==> src/rtl/sfp_defines.vh <==
// Constants for the serial flash protect, power and hold control block.
`ifndef SFP_DEFINES_VH
`define SFP_DEFINES_VH
`define SFP_OP_WRITE_UNLOCK 8'h06
`define SFP_OP_WRITE_LOCK 8'h04
`define SFP_OP_STATUS_READ 8'h05
`define SFP_OP_STATUS_WRITE 8'h01
`define SFP_OP_PAGE_WRITE 8'h02
`define SFP_OP_SECTOR_CLEAR 8'hd8
`define SFP_OP_CHIP_CLEAR 8'hc7
`define SFP_OP_DEEP_SLEEP 8'hb9
`define SFP_OP_WAKE 8'hab
`define SFP_BIT_BUSY 0
`define SFP_BIT_LATCH 1
`define SFP_BIT_PROT_LO 2
`define SFP_BIT_PROT_HI 3
`define SFP_BIT_LOCK 7
`define SFP_PAGE_BYTES 256
`define SFP_TOP_SPLIT_BASE 24'h030000
`define SFP_MID_SPLIT_BASE 24'h010000
`define SFP_BOT_SPLIT_BASE 24'h000000
`define SFP_STATUS_WRITE_CYCLES 16'd100
`define SFP_PAGE_WRITE_CYCLES 16'd400
`define SFP_SECTOR_CLEAR_CYCLES 16'd1000
`define SFP_CHIP_CLEAR_CYCLES 16'd4000
`define SFP_POWER_UP_CYCLES 16'd200
`endif

==> src/rtl/sfp_sync.v <==
// Two-flip-flop synchroniser for a group of pin inputs.
`timescale 1ns/100ps
`default_nettype none
module sfp_sync #(
  parameter WIDTH = 4
) (
  // Clock and reset
  input wire clock,
  input wire rst,
  // Pin side
  input wire [WIDTH-1:0] pin_in,
  // Logic side
  output reg [WIDTH-1:0] pin_out
);
  reg [WIDTH-1:0] stage1;

  always @(posedge clock)
  begin
    if (rst)
    begin
      stage1 <= {WIDTH{1'b1}};
      pin_out <= {WIDTH{1'b1}};
    end
    else
    begin
      stage1 <= pin_in;
      pin_out <= stage1;
    end
  end
endmodule
`default_nettype wire

==> src/rtl/sfp_ctrl.v <==
// Serial flash control side: power states, status flags, protection and hold.
//
// Contract
// - Select low keeps device active.
// - Deselect waits for busy cycle, then standby.
// - Deep sleep command enters sleep until wake.
// - In sleep, only wake is obeyed; here a status read is still answered on the output line.
// - Busy flag tracks status write, program, erase.
// - Block-protect bits nonvolatile, select protected area; here reset clears them and any set bit protects the whole array.
// - Lock flag plus protect pin: hard lock.
// - Modifying command needs clock count multiple eight.
// - Latch clears at power-up and write completions.
// - Protect bits 00 none, 11 whole array.
// - Chip clear only with both protect bits zero.
// - Hold pauses link, internal cycle continues.
// - Hold starts when serial clock low.
// - Hold ends when serial clock low.
// - Hold: output floats, inputs ignored, state kept.
// - Deselect during hold resets serial logic.
// - Pages programmed; erase per sector or chip.
// - Top boot split region at upper block.
// - Bottom split at zero; middle top at 10000h.
// - Power-up timer blocks modifying commands.
// - Write unlock command 06h sets latch.
// - Select must rise on byte boundary.
// - Shift MSB first, sample on rising clock.
// - Array access ignored while cycle runs.
`timescale 1ns/100ps
`default_nettype none
`include "sfp_defines.vh"
module sfp_ctrl #(
  parameter ADDR_WIDTH = 18,
  parameter TOP_BOOT = 1,
  parameter [15:0] POWER_UP_CYCLES = `SFP_POWER_UP_CYCLES
) (
  // Clock and reset
  input wire clock,
  input wire rst,
  // Serial link pins
  input wire serial_clk,
  input wire device_pick_n,
  input wire in_line,
  input wire hold_n,
  input wire protect_pin_n,
  output reg out_line,
  output reg out_line_oe,
  // State outputs
  output reg active_power,
  output reg deep_sleep,
  output reg hard_lock_mode,
  output reg soft_protect_mode,
  output reg [7:0] flash_status_byte,
  // Accepted array operations
  output reg array_op_pulse,
  output reg [1:0] array_op_kind,
  output reg [ADDR_WIDTH-1:0] array_op_addr
);
  localparam [1:0] KIND_PAGE = 2'd0;
  localparam [1:0] KIND_SECTOR = 2'd1;
  localparam [1:0] KIND_CHIP = 2'd2;
  localparam [1:0] KIND_STATUS = 2'd3;

  //////////////////////////////////////////////////////////////////////////////
  wire [3:0] pins;
  reg sclk_prev;
  reg pick_prev;
  sfp_sync #(.WIDTH(4)) u_sync (
    .clock(clock),
    .rst(rst),
    .pin_in({serial_clk, device_pick_n, in_line, hold_n}),
    .pin_out(pins)
  );
  wire sclk = pins[3];
  wire pick_n = pins[2];
  wire din = pins[1];
  wire hold_pin_n = pins[0];
  reg wp_s1, wp_n;
  always @(posedge clock)
  begin
    if (rst)
    begin
      wp_s1 <= 1'b1;
      wp_n <= 1'b1;
    end
    else
    begin
      wp_s1 <= protect_pin_n;
      wp_n <= wp_s1;
    end
  end

  //////////////////////////////////////////////////////////////////////////////
  reg held;
  reg busy;
  reg latch;
  reg prot_lo, prot_hi, lock_bit;
  reg [15:0] pu_count;
  reg [15:0] cyc_count;
  reg [1:0] cyc_kind;
  reg [7:0] pend_status;
  reg [ADDR_WIDTH-1:0] pend_addr;
  reg [5:0] bit_count;
  reg [7:0] shreg;
  reg [7:0] opcode;
  reg [23:0] addr_sh;
  reg [7:0] data_byte;
  reg [7:0] out_sh;
  reg frame_on;

  wire sclk_rise = sclk & ~sclk_prev & ~held;
  wire sclk_fall = ~sclk & sclk_prev & ~held;
  wire frame_end = pick_n & ~pick_prev;
  wire hard_lock = lock_bit & ~wp_n;
  wire power_ok = (pu_count == 16'd0);

  // Sector protection for the coarse two-bit scheme.
  function prot_hit;
    input p_hi;
    input p_lo;
    begin
      prot_hit = p_hi | p_lo;
    end
  endfunction

  // Base of the split boot region for this density and boot side.
  function [23:0] split_base;
    input integer aw;
    input integer top;
    begin
      if (top == 0)
        split_base = `SFP_BOT_SPLIT_BASE;
      else if (aw >= 18)
        split_base = `SFP_TOP_SPLIT_BASE;
      else if (aw == 17)
        split_base = `SFP_MID_SPLIT_BASE;
      else
        split_base = 24'h000000;
    end
  endfunction
  localparam [23:0] SPLIT_BASE = split_base(ADDR_WIDTH, TOP_BOOT);

  //////////////////////////////////////////////////////////////////////////////
  // Hold only engages while selected and only once the serial clock is low.
  always @(posedge clock)
  begin
    if (rst)
      held <= 1'b0;
    else if (pick_n)
      held <= 1'b0;
    else if (!sclk)
      held <= ~hold_pin_n;
  end

  //////////////////////////////////////////////////////////////////////////////
  wire [7:0] next_shreg = {shreg[6:0], din};
  wire byte_ok = (bit_count[2:0] == 3'd0) && (bit_count != 6'd0);
  wire may_modify = latch & ~busy & ~deep_sleep & power_ok;

  always @(posedge clock)
  begin
    if (rst)
    begin
      sclk_prev <= 1'b0;
      pick_prev <= 1'b1;
      bit_count <= 6'd0;
      shreg <= 8'h00;
      opcode <= 8'h00;
      addr_sh <= 24'h000000;
      data_byte <= 8'h00;
      frame_on <= 1'b0;
      out_sh <= 8'h00;
      out_line <= 1'b0;
      out_line_oe <= 1'b0;
      latch <= 1'b0;
      deep_sleep <= 1'b0;
      busy <= 1'b0;
      cyc_count <= 16'd0;
      cyc_kind <= KIND_PAGE;
      pend_status <= 8'h00;
      pend_addr <= {ADDR_WIDTH{1'b0}};
      prot_lo <= 1'b0;
      prot_hi <= 1'b0;
      lock_bit <= 1'b0;
      pu_count <= POWER_UP_CYCLES;
      array_op_pulse <= 1'b0;
      array_op_kind <= KIND_PAGE;
      array_op_addr <= {ADDR_WIDTH{1'b0}};
    end
    else
    begin
      sclk_prev <= held ? sclk_prev : sclk;
      pick_prev <= pick_n;
      array_op_pulse <= 1'b0;
      if (!power_ok)
        pu_count <= pu_count - 16'd1;
      // The internal cycle runs regardless of hold or select.
      if (busy)
      begin
        if (cyc_count == 16'd1)
        begin
          busy <= 1'b0;
          latch <= 1'b0;
          if (cyc_kind == KIND_STATUS)
          begin
            prot_lo <= pend_status[`SFP_BIT_PROT_LO];
            prot_hi <= pend_status[`SFP_BIT_PROT_HI];
            lock_bit <= pend_status[`SFP_BIT_LOCK];
          end
          else
          begin
            array_op_pulse <= 1'b1;
            array_op_kind <= cyc_kind;
            array_op_addr <= pend_addr;
          end
        end
        cyc_count <= cyc_count - 16'd1;
      end
      out_line_oe <= ~pick_n & ~held & frame_on & (opcode == `SFP_OP_STATUS_READ);
      if (pick_n)
      begin
        frame_on <= 1'b0;
        bit_count <= 6'd0;
      end
      if (!pick_n && pick_prev)
        frame_on <= 1'b1;
      if (sclk_rise && !pick_n)
      begin
        shreg <= next_shreg;
        // Past seven bytes only the position inside a byte matters, so long page frames stay judgeable.
        bit_count <= (bit_count[5:3] == 3'd7) ? {3'd7, bit_count[2:0] + 3'd1} : bit_count + 6'd1;
        if (bit_count == 6'd7)
          opcode <= next_shreg;
        else if (bit_count >= 6'd8 && bit_count < 6'd32)
          addr_sh <= {addr_sh[22:0], din};
        if (bit_count[2:0] == 3'd7 && bit_count > 6'd7)
          data_byte <= next_shreg;
      end
      if (sclk_fall && !pick_n && bit_count >= 6'd8)
      begin
        out_line <= (bit_count[2:0] == 3'd0) ? flash_status_byte[7] : out_sh[7];
        out_sh <= (bit_count[2:0] == 3'd0) ? {flash_status_byte[6:0], 1'b0} : {out_sh[6:0], 1'b0};
      end
      // Instructions are judged when select rises; a rise during hold only resets.
      if (frame_end && frame_on && byte_ok && !held)
      begin
        if (deep_sleep)
        begin
          if (opcode == `SFP_OP_WAKE)
            deep_sleep <= 1'b0;
        end
        else
        begin
          case (opcode)
            `SFP_OP_WRITE_UNLOCK:
              if (bit_count == 6'd8 && power_ok)
                latch <= 1'b1;
            `SFP_OP_WRITE_LOCK:
              if (bit_count == 6'd8)
                latch <= 1'b0;
            `SFP_OP_DEEP_SLEEP:
              if (bit_count == 6'd8 && !busy)
                deep_sleep <= 1'b1;
            `SFP_OP_STATUS_WRITE:
              if (bit_count == 6'd16 && may_modify && !hard_lock)
              begin
                latch <= 1'b0;
                busy <= 1'b1;
                cyc_kind <= KIND_STATUS;
                cyc_count <= `SFP_STATUS_WRITE_CYCLES;
                pend_status <= data_byte;
              end
            `SFP_OP_PAGE_WRITE:
              if (bit_count >= 6'd40 && may_modify && !prot_hit(prot_hi, prot_lo))
              begin
                latch <= 1'b0;
                busy <= 1'b1;
                cyc_kind <= KIND_PAGE;
                cyc_count <= `SFP_PAGE_WRITE_CYCLES;
                pend_addr <= addr_sh[ADDR_WIDTH-1:0];
              end
            `SFP_OP_SECTOR_CLEAR:
              if (bit_count == 6'd32 && may_modify && !prot_hit(prot_hi, prot_lo))
              begin
                latch <= 1'b0;
                busy <= 1'b1;
                cyc_kind <= KIND_SECTOR;
                cyc_count <= `SFP_SECTOR_CLEAR_CYCLES;
                pend_addr <= addr_sh[ADDR_WIDTH-1:0];
              end
            `SFP_OP_CHIP_CLEAR:
              if (bit_count == 6'd8 && may_modify && !prot_lo && !prot_hi)
              begin
                latch <= 1'b0;
                busy <= 1'b1;
                cyc_kind <= KIND_CHIP;
                cyc_count <= `SFP_CHIP_CLEAR_CYCLES;
                pend_addr <= SPLIT_BASE[ADDR_WIDTH-1:0];
              end
            default:
              latch <= latch;
          endcase
        end
      end
    end
  end

  //////////////////////////////////////////////////////////////////////////////
  always @(posedge clock)
  begin
    if (rst)
    begin
      active_power <= 1'b0;
      hard_lock_mode <= 1'b0;
      soft_protect_mode <= 1'b0;
      flash_status_byte <= 8'h00;
    end
    else
    begin
      active_power <= ~pick_n | busy;
      hard_lock_mode <= hard_lock;
      soft_protect_mode <= prot_hit(prot_hi, prot_lo);
      flash_status_byte <= {lock_bit, 3'b000, prot_hi, prot_lo, latch, busy};
    end
  end
endmodule
`default_nettype wire

==> config.mk <==
export PLATFORM = sky130hd
export DESIGN_NAME = sfp_ctrl
export DESIGN_NICKNAME = d
export VERILOG_FILES = /design/src/rtl/sfp_sync.v /design/src/rtl/sfp_ctrl.v
export VERILOG_INCLUDE_DIRS = /design/src /design/src/rtl
export SDC_FILE = /design/constraint.sdc
export NUM_CORES = 1
export LEC_CHECK = 0
export ABC_AREA = 1
export BUFFER_PORTS_ARGS = -buffer_cell sky130_fd_sc_hd__buf_2
export CORE_MARGIN = 3
export CORE_UTILIZATION = 63
export CTS_BUF_LIST = sky130_fd_sc_hd__clkbuf_16
export CTS_CLUSTER_DIAMETER = 80
export DETAILED_ROUTE_END_ITERATION = 8
export GPL_ROUTABILITY_DRIVEN = 0
export HOLD_SLACK_MARGIN = 0.15
export PLACE_DENSITY = 0.89
export SYNTH_ARGS = -nofsm -noshare
export SYNTH_HDL_FRONTEND = slang
export SYNTH_SLANG_ARGS = --single-unit
==> constraint.sdc <==
create_clock -name clock -period 4.47 [get_ports clock]
set_clock_uncertainty 0.15 [all_clocks]
set_input_delay 0.447 -clock clock [delete_from_list [all_inputs] [get_ports clock]]
set_output_delay 0.447 -clock clock [all_outputs]
set_load 0.005 [all_outputs]
==> impl_metrics.py, run 1 <==
metrics = {
    "outcome": {
        "outcome": "complete, no violations",
    },
    "route": {
        "first_pass_iters": 6,
        "drc": 0,
        "vias": 6220,
        "routedWlPerCell_um": 14.5,
        "drtAntennaViolNets": 0,
        "vias_per_cell": 5.56,
        "drt_iter0_markers": 575,
        "drt_wl_total_um": 16200,
    },
    "finish": {
        "fin_nets": 983,
        "design_area_sq_um": 7860,
        "n_antenna_cell": 0,
        "drive_gt1_share_pct": 17.2,
        "area_growth_pct": 11.8,
        "fillers": 762,
    },
    "place": {
        "io_buffers": 38,
        "hpwl_um": 10400,
        "place_area_sq_um": 7230,
    },
    "synthesis": {
        "synthMuxAreaShare_pct": 0.142,
        "yosysSeqAreaShare_pct": 44.2,
        "synth.distinct_cells": 47,
        "ys.flop_type": "dfxtp_1",
        "yosys_warnings": 0,
        "synthCells": 937,
        "synth_top_family_by_area": "simple AND/OR/NAND/NOR gates",
        "synth_compound_area_share_pct": 12.7,
        "synth_seq_cells": 155,
        "synth_xor_area_share_pct": 2.99,
        "synth_area_sq_um": 7030,
        "avgSynthCellArea_sq_um": 7.50,
        "synthAdderAreaFrac_pct": 1.25,
        "yosys.area_share.simple_pct": 31.8,
        "synth-async-reset-ratio_pct": 0,
        "synth-edff-count": 0,
    },
    "grt": {
        "grt_max_degree": 55,
        "overflow": 0,
        "grt_usage_pct": 27.0,
        "grt_pass1_vias": 5948,
        "grt_pass1_wl_um": 27800,
        "antenna_found_initial": 0,
    },
    "sta": {
        "hold_viol": 0,
        "rsz0062_at_grt": "no",
        "setup_violations": 0,
        "worst_pin_slew_ps": 1300,
        "slew_headroom_pct": 13.5,
        "setup_tns_ps": 0,
        "post-route-period-util_pct": 59.6,
        "max_freq_ghz": 0.375,
        "hold_slack_ps": 261,
        "maxSlewViolCount": 0,
        "fin_crit_ps": 2660,
    },
    "power": {
        "p_per_area_nw_per_um2": 372,
        "ir_worst_vdd_mv": 0.388,
        "leakage_nw": 3.32,
    },
    "setup_path": {
        "required_ps": 4620,
        "crit_path_max_incr_delay_ps": 540,
        "timing.rr.start": "bit_count[0]",
        "r2r_slack_ps": 1810,
        "startpoint_type": "register",
        "worstRegToRegCells": 13,
        "cp_max_fo": 34,
        "path_cells": "inv_1 > ha_1 > inv_1 > nor2_4 > nand3_1 > clkinv_1 > nand3_1 > nor2_1 > nand2_2 > nor2_8 > nand2_1 > o21ai_2 > nor2_2",
        "crit_path_end_kind": "register",
        "crit_end": "pend_addr[0]",
        "crit_type": "register to register",
        "arrival_ps": 2820,
        "critPathLaunch": "bit_count[0]",
        "cp_slowest_cell": "nor2_8",
        "r2r_end": "pend_addr[0]",
    },
    "clock_tree": {
        "htree_levels": 4,
        "cts_tree": "done",
        "clk_pin_slew_ps": 60,
        "clock-sinks": 155,
        "ctsResizeCount": 0,
        "clock-root-buffer": "clkbuf_16",
        "clk_latency_ps": 430,
        "cts_max_path_buffers": 2,
        "cts_buffers": 17,
    },
    "floorplan": {
        "start_util_pct": 66.3,
        "io_pins": 42,
        "dieArea_sq_um": 12500,
        "die_h_um": 112,
        "die-width_um": 112,
        "coreArea_sq_um": 10600,
        "rows": 37,
    },
    "worst_hold_path": {
        "hold_class": "register to register",
        "hold_start": "u_sync.stage1[0]",
    },
    "job": {
        "drv_cap": 0,
    },
}
[flip-flops by register name (all words and copies together), names as in the netlist, 3 cells and up]
name,count
bit_count,6
array_op_addr,18
pu_count,16
out_sh,7
u_sync.pin_out,4
cyc_count,16
u_sync.stage1,4
addr_sh,18
pend_addr,18
data_byte,3
opcode,8
pend_status,3
flash_status_byte,5
shreg,7
[critical path: cells and delay by family (launching register included)]
kind / cells / cell delay, ps
AOI/OAI and AO/OA: 1 / 120
adders and majority gates: 1 / 190
DFF: 1 / 330
and+or+nand+nor: 8 / 1490
buffers and inverters: 3 / 240
[cell type report]
| type | instances | area (sq um) | share of cell area (%) |
|---|---|---|---|
| multi-input combinational | 671 | 3450 | 43.9 |
| inverter | 78 | 294 | 3.74 |
| timing repair buffer | 46 | 265 | 3.38 |
| sequential | 155 | 3100 | 39.5 |
| clock buffer | 17 | 425 | 5.41 |
| clock inverter | 15 | 148 | 1.88 |
| tap | 136 | 170 | 2.17 |
[report_power, final]
part           switching [mW]  internal [mW]
clock network           0.588          0.819
logic                  0.0676         0.0324
registers              0.0156           1.40
total                   0.671           2.25
[worst min-delay path by stage]
| stage | slack (ps) | end | cells past startpoint |
|---|---|---|---|
| finish | 260 | u_sync.pin_out[0] | 1 |
| global route | 270 | u_sync.pin_out[0] | 1 |
| CTS | 260 | u_sync.pin_out[0] | 1 |
| detailed placement | 250 | u_sync.pin_out[0] | 1 |
| global placement | 240 | wp_n | 1 |
| floorplan | 240 | u_sync.pin_out[0] | 1 |
[synthesized netlist by cell type, drive strengths merged, types with 7 or more instances]
cell,number,share of area (%)
buf,13,1.6
a21oi,62,4.4
nand3,35,2.6
inv,76,4.1
o21ai,68,5.8
clkbuf,22,1.2
dfxtp,155,44
nor4,7,0.62
xor2,19,2.4
a211oi,10,1.1
nor2,179,12
nor3,20,1.7
nand2,212,12
ha,7,1.2
nand4,12,1.1
or2,10,0.89
[timing repair]
action | CTS | global route
hold buffers | 5 | 0
buffers inserted | 0 | 0
hold endpoints to repair | 5 | 0
[placed cells by master, fill, tap and decap left out, types with 4 or more instances in the layout]
cell	instances
xor2_1	19
dlygate4sd3_1	5
nand2_1	190
buf_2	37
nor3_1	16
nand4_1	12
nor2_1	141
nor2_2	27
inv_2	7
ha_1	7
inv_1	70
clkbuf_16	17
nand2_4	4
o21ai_2	17
nor4_1	7
nor2_4	10
a31oi_1	5
nand3_1	34
xnor2_1	5
or2_2	10
a211oi_1	10
a21oi_1	62
dfxtp_1	155
nor3b_1	5
nand2_2	18
clkinv_1	4
o21ai_0	48
buf_4	4
[routing by layer]
layer	vias up	wire (um)	global-route usage (%)
met5	-	0	0
li1	3089	-	-
met4	0	508	12.0
met2	244	7760	45.0
met3	56	1070	7.88
met1	2831	6890	32.2
[through the flow]
step,utilization (%),total power [mW],setup slack (ps),instances
finish,74.1,2.92,1810,1118
global route,74.1,2.99,1610,1118
global placement,68.2,1.54,2010,1081
floorplan,-,1.52,2440,939
CTS,74.1,2.93,1840,1118
detailed placement,68.2,1.54,1910,1081
[cell families after synthesis]
kind of cell / Yosys count
mux: 1
flops: 155
xor+xnor: 24
compound gates: 154
simple gates: 482
buf+inv: 113
other cells: 1
fa+ha+maj: 7
Power figures use the tool's default switching activity.
==> run 2: changes to the inputs <==
Settings changed: CORE_UTILIZATION 63 to 55, PLACE_DENSITY 0.89 to 0.83.
Clock period 4.47 ns to 2.3 ns, I/O delays scaled along.
==> run 2 against run 1 <==
  * Critical path depth up 1
  * Global-route usage down 3.4 points
  * Sequential power up 95%
  * Fmax up 18%
  * Clock power up 94%
  * Flip-flop and latch count unchanged
  * Setup slack worse by 1800 ps
  * Critical path type unchanged
  * Largest power group unchanged
==> impl_metrics.py, run 2 (synthesis results as in run 1) <==
metrics = {
    "clock_tree": {
        "cts_buffers": 17,
        "clock-sinks": 155,
        "htree_levels": 4,
        "clock-root-buffer": "clkbuf_16",
        "cts_max_path_buffers": 2,
        "clk_latency_ps": 430,
        "clk_pin_slew_ps": 60,
        "cts_tree": "done",
    },
    "route": {
        "drc": 0,
        "vias_per_cell": 5.38,
        "drt_wl_total_um": 16900,
        "routedWlPerCell_um": 14.1,
        "drt_iter0_markers": 594,
        "vias": 6441,
        "drtAntennaViolNets": 0,
        "first_pass_iters": 5,
    },
    "sta": {
        "post-route-period-util_pct": 98.3,
        "fin_crit_ps": 2260,
        "setup_violations": 0,
        "slew_headroom_pct": 62.4,
        "hold_slack_ps": 258,
        "max_freq_ghz": 0.442,
        "setup_tns_ps": 0,
        "worst_pin_slew_ps": 564,
        "maxSlewViolCount": 0,
        "hold_viol": 0,
    },
    "finish": {
        "drive_gt1_share_pct": 22.4,
        "top_regs": "addr_sh: 18 flops, array_op_addr: 18 flops, pend_addr: 18 flops",
        "area_growth_pct": 19.7,
        "n_antenna_cell": 0,
        "fin_nets": 1030,
        "final_cell_mix": "nand2_1 (188), dfxtp_1 (150), nor2_1 (139), inv_1 (66), a21oi_1 (62)",
        "multiInputGateArea_sq_um": 3520,
        "fillers": 897,
        "final_common_cell": "nand2_1",
        "ff_latch_area_sq_um": 3110,
    },
    "setup_path": {
        "crit_type": "register to register",
        "required_ps": 2450,
        "worstRegToRegCells": 14,
        "crit_path_max_incr_delay_ps": 340,
        "path_cells": "inv_2 > ha_4 > inv_1 > nor2_4 > inv_4 > nor3_4 > nand2_2 > nand2_4 > nand2_4 > nor2_8 > clkbuf_16 > nand2_2 > o21ai_2 > nor2_2",
        "startpoint_type": "register",
        "arrival_ps": 2410,
        "cp_slowest_cell": "dfxtp_2",
        "cp_max_fo": 8,
        "crit_path_end_kind": "register",
    },
    "power": {
        "p_per_area_nw_per_um2": 680,
        "ir_worst_vdd_mv": 0.519,
        "leakage_nw": 3.57,
    },
    "floorplan": {
        "dieArea_sq_um": 14200,
        "start_util_pct": 57.3,
        "io_pins": 42,
        "rows": 40,
        "die_h_um": 119,
        "die-width_um": 119,
        "coreArea_sq_um": 12300,
    },
    "outcome": {
        "outcome": "complete, no violations",
    },
    "place": {
        "hpwl_um": 10900,
        "io_buffers": 38,
    },
    "grt": {
        "grt_max_degree": 39,
        "antenna_found_initial": 0,
        "grt_usage_pct": 23.5,
        "overflow": 0,
        "grt_pass1_vias": 6001,
        "grt_pass1_wl_um": 27600,
    },
    "worst_hold_path": {
        "hold_depth": 1,
        "hold_class": "register to register",
    },
    "job": {
        "drv_cap": 0,
    },
}
run 2: cell count changes in the layout (fill, tap and decap cells not counted), moves of 3 or more:
cell	before	now
dfxtp_2	0	5
clkinvlp_4	2	5
buf_4	4	43
inv_1	70	66
dlygate4sd3_1	5	9
dfxtp_1	155	150
run 2: layout make-up:
type	count	share of cell area [%]
Timing Repair Buffer	93	8.27
Multi-Input combinational cell	671	41.9
Tap cell	168	2.50
Clock buffer	17	5.06
Sequential cell	155	37.0
Inverter	78	3.56
Clock inverter	15	1.77
run 2: worst max-delay path, delay by kind of cell, from the launching register on:
kind | cells | cell delay [ps]
AOI/OAI and AO/OA | 1 | 60
adders and majority gates | 1 | 140
buffers and inverters | 4 | 430
DFF | 1 | 340
and+or+nand+nor | 8 | 1010
run 2: final timing paths:
path                startpoint  slack (ps)             to
setup reg to reg  bit_count[0]          40  pend_addr[13]
hold reg to reg          wp_s1         260           wp_n
hold / removal           wp_s1         260           wp_n
setup / recovery  bit_count[0]          40  pend_addr[13]
run 2: timing repair:
action,in CTS,in global routing
hold buffers,9,0
pin swaps,0,15
endpoints found under the setup margin,6,36
resized for setup,0,26
buffers inserted,0,21
hold endpoints to repair,26,0
gates cloned,1,2
run 2: layer usage:
layer  track usage, %  vias up  share of wire [%]
met5                0        -                  0
met4             9.92        0                2.7
met3             5.37       39                5.1
met2             38.6      197                 49
met1             29.8     3019                 43
li1                 -     3186                  -
run 2: report_power, final:
part | switching, mW | internal (mW)
registers | 0.0321 | 2.72
logic | 0.143 | 0.0942
clock network | 1.14 | 1.59
total | 1.31 | 4.40
run 2: through the flow:
stage | instance area, sq um | setup slack [ps] | total power [mW] | utilization (%) | std cells
6_report | 8410 | 38.0 | 5.72 | 68.6 | 1197
5_1_grt | 8410 | -78.7 | 5.88 | 68.6 | 1197
3_3_place_gp | 7430 | 82.9 | 2.99 | 60.6 | 1132
3_5_place_dp | 7430 | 20.6 | 2.99 | 60.6 | 1132
2_1_floorplan | 7040 | 274 | 2.95 | - | 939
4_1_cts | 8130 | -3.52 | 5.70 | 66.3 | 1174
==> run 3: changes to the inputs <==
Settings changed: BUFFER_PORTS_ARGS -buffer_cell sky130_fd_sc_hd__buf_2 to -buffer_cell sky130_fd_sc_hd__buf_4, CORE_UTILIZATION 55 to 61, PLACE_DENSITY 0.83 to 0.87.
Clock period 2.3 ns to 2.4 ns, I/O delays scaled along.
==> run 3 against run 2 <==
  * Die area down 9.4%
  * Fmax down 0.11%
  * Largest power group unchanged
  * First-iteration DRC count up 0.51%
  * Largest cell class unchanged
==> impl_metrics.py, run 3 (synthesis results as in run 1) <==
metrics = {
    "outcome": {
        "outcome": "complete, no violations",
    },
    "sta": {
        "max_freq_ghz": 0.442,
        "worst_pin_slew_ps": 641,
        "hold_slack_ps": 255,
        "hold_viol": 0,
        "post-route-period-util_pct": 94.4,
        "maxSlewViolCount": 0,
        "fin_crit_ps": 2260,
        "setup_violations": 0,
        "slew_headroom_pct": 57.2,
    },
    "floorplan": {
        "die-width_um": 113,
        "io_pins": 42,
        "start_util_pct": 63.7,
        "rows": 38,
        "coreArea_sq_um": 11000,
        "dieArea_sq_um": 12800,
        "die_h_um": 113,
    },
    "setup_path": {
        "crit_path_max_incr_delay_ps": 340,
        "path_cells": "inv_1 > ha_1 > nand2_1 > nor2_4 > nand2_4 > nor2_4 > nand2_1 > nand2_2 > nand2_4 > nor2_8 > buf_12 > buf_4 > o21ai_2 > nor2_2",
        "critPathBufInv": 3,
        "crit_family": "simple AND/OR/NAND/NOR gates",
        "required_ps": 2620,
        "crit_type": "register to register",
        "startpoint_type": "register",
        "arrival_ps": 2480,
        "cp_slowest_cell": "dfxtp_1",
        "cp_max_fo": 17,
        "crit_path_end_kind": "register",
    },
    "route": {
        "drc": 0,
        "vias_per_cell": 5.47,
        "first_pass_iters": 5,
        "routedWlPerCell_um": 14.1,
        "drt_wl_total_um": 16100,
        "vias": 6243,
        "drtAntennaViolNets": 0,
        "drt_iter0_markers": 597,
    },
    "finish": {
        "final_common_cell": "nand2_1",
        "final_cell_mix": "nand2_1 (190), dfxtp_1 (155), nor2_1 (140), inv_1 (72), a21oi_1 (62)",
        "top_regs": "addr_sh: 18 flops, array_op_addr: 18 flops, pend_addr: 18 flops",
        "drive_gt1_share_pct": 18.9,
        "n_antenna_cell": 0,
        "area_growth_pct": 15.7,
        "design_area_sq_um": 8130,
        "utilization_pct": 73.7,
        "fin_nets": 1004,
    },
    "power": {
        "switching_share_pct": 22.4,
        "leakage_nw": 3.43,
        "sequentialPowerShare_pct": 48.8,
        "p_int_mw": 4.18,
        "p_per_area_nw_per_um2": 663,
        "ir_worst_vdd_mv": 0.680,
        "total_power_mw": 5.39,
        "p_sw_mw": 1.21,
        "combPwrFrac_pct": 3.7,
        "p_clk_share_pct": 47.4,
    },
    "place": {
        "place_area_sq_um": 7490,
        "hpwl_um": 10900,
        "io_buffers": 38,
    },
    "worst_hold_path": {
        "hold_class": "register to register",
    },
    "grt": {
        "overflow": 0,
        "grt_pass1_vias": 6072,
        "grt_pass1_wl_um": 27900,
        "antenna_found_initial": 0,
        "grt_usage_pct": 26.6,
        "grt_max_degree": 38,
    },
    "clock_tree": {
        "cts_buffers": 17,
        "cts_max_path_buffers": 2,
        "cts_tree": "done",
        "htree_levels": 4,
        "clock-sinks": 155,
        "clk_latency_ps": 430,
        "clk_pin_slew_ps": 60,
        "clock-root-buffer": "clkbuf_16",
    },
    "job": {
        "drv_cap": 0,
    },
}
## run 3: metal layers
metal | GRT usage (%) | up-vias | wire length [um]
met5 | 0 | - | 0
met4 | 10.6 | 0 | 406
met3 | 6.15 | 40 | 752
met2 | 45.0 | 184 | 7920
met1 | 32.7 | 2893 | 7020
li1 | - | 3126 | -
## run 3: layout make-up
class | instances | area [sq um]
clock inverter | 14 | 133
sequential | 155 | 3100
clock buffer | 17 | 425
timing repair buffer | 67 | 543
multi-input combinational | 671 | 3460
inverter | 78 | 294
tap | 140 | 175
fill | 854 | 2900
## run 3: through the flow
stage                     std cells  worst slack (ps)  TNS, ps
final                          1142               135        0
after CTS                      1140               135        0
after detailed placement       1103               157        0
after global placement         1103               208        0
after floorplan                 939               374        0
after global routing           1142             -1.89    -1.89
## run 3: worst paths after layout
path                       endpoint        startpoint  slack [ps]  depth (start not counted)
setup / recovery       pend_addr[4]       pu_count[0]         140                         14
hold / removal    u_sync.pin_out[2]  u_sync.stage1[2]         250                          1
setup reg to reg       pend_addr[4]       pu_count[0]         140                         14
hold reg to reg   u_sync.pin_out[2]  u_sync.stage1[2]         250                          1
## run 3: timing repair
action	CTS	global route
endpoints found under the setup margin	0	22
gates resized for setup	0	2
hold buffers	6	0
buffers inserted	0	2
hold endpoints to repair	24	0
## run 3: power groups by stage
stage	Clock (mW)	Sequential, mW	Combinational, mW
finish	2.56	2.63	0.202
global route	2.69	2.64	0.225
CTS	2.57	2.63	0.198
detailed placement	0	2.69	0.188
global placement	0	2.69	0.181
floorplan	0	2.68	0.142
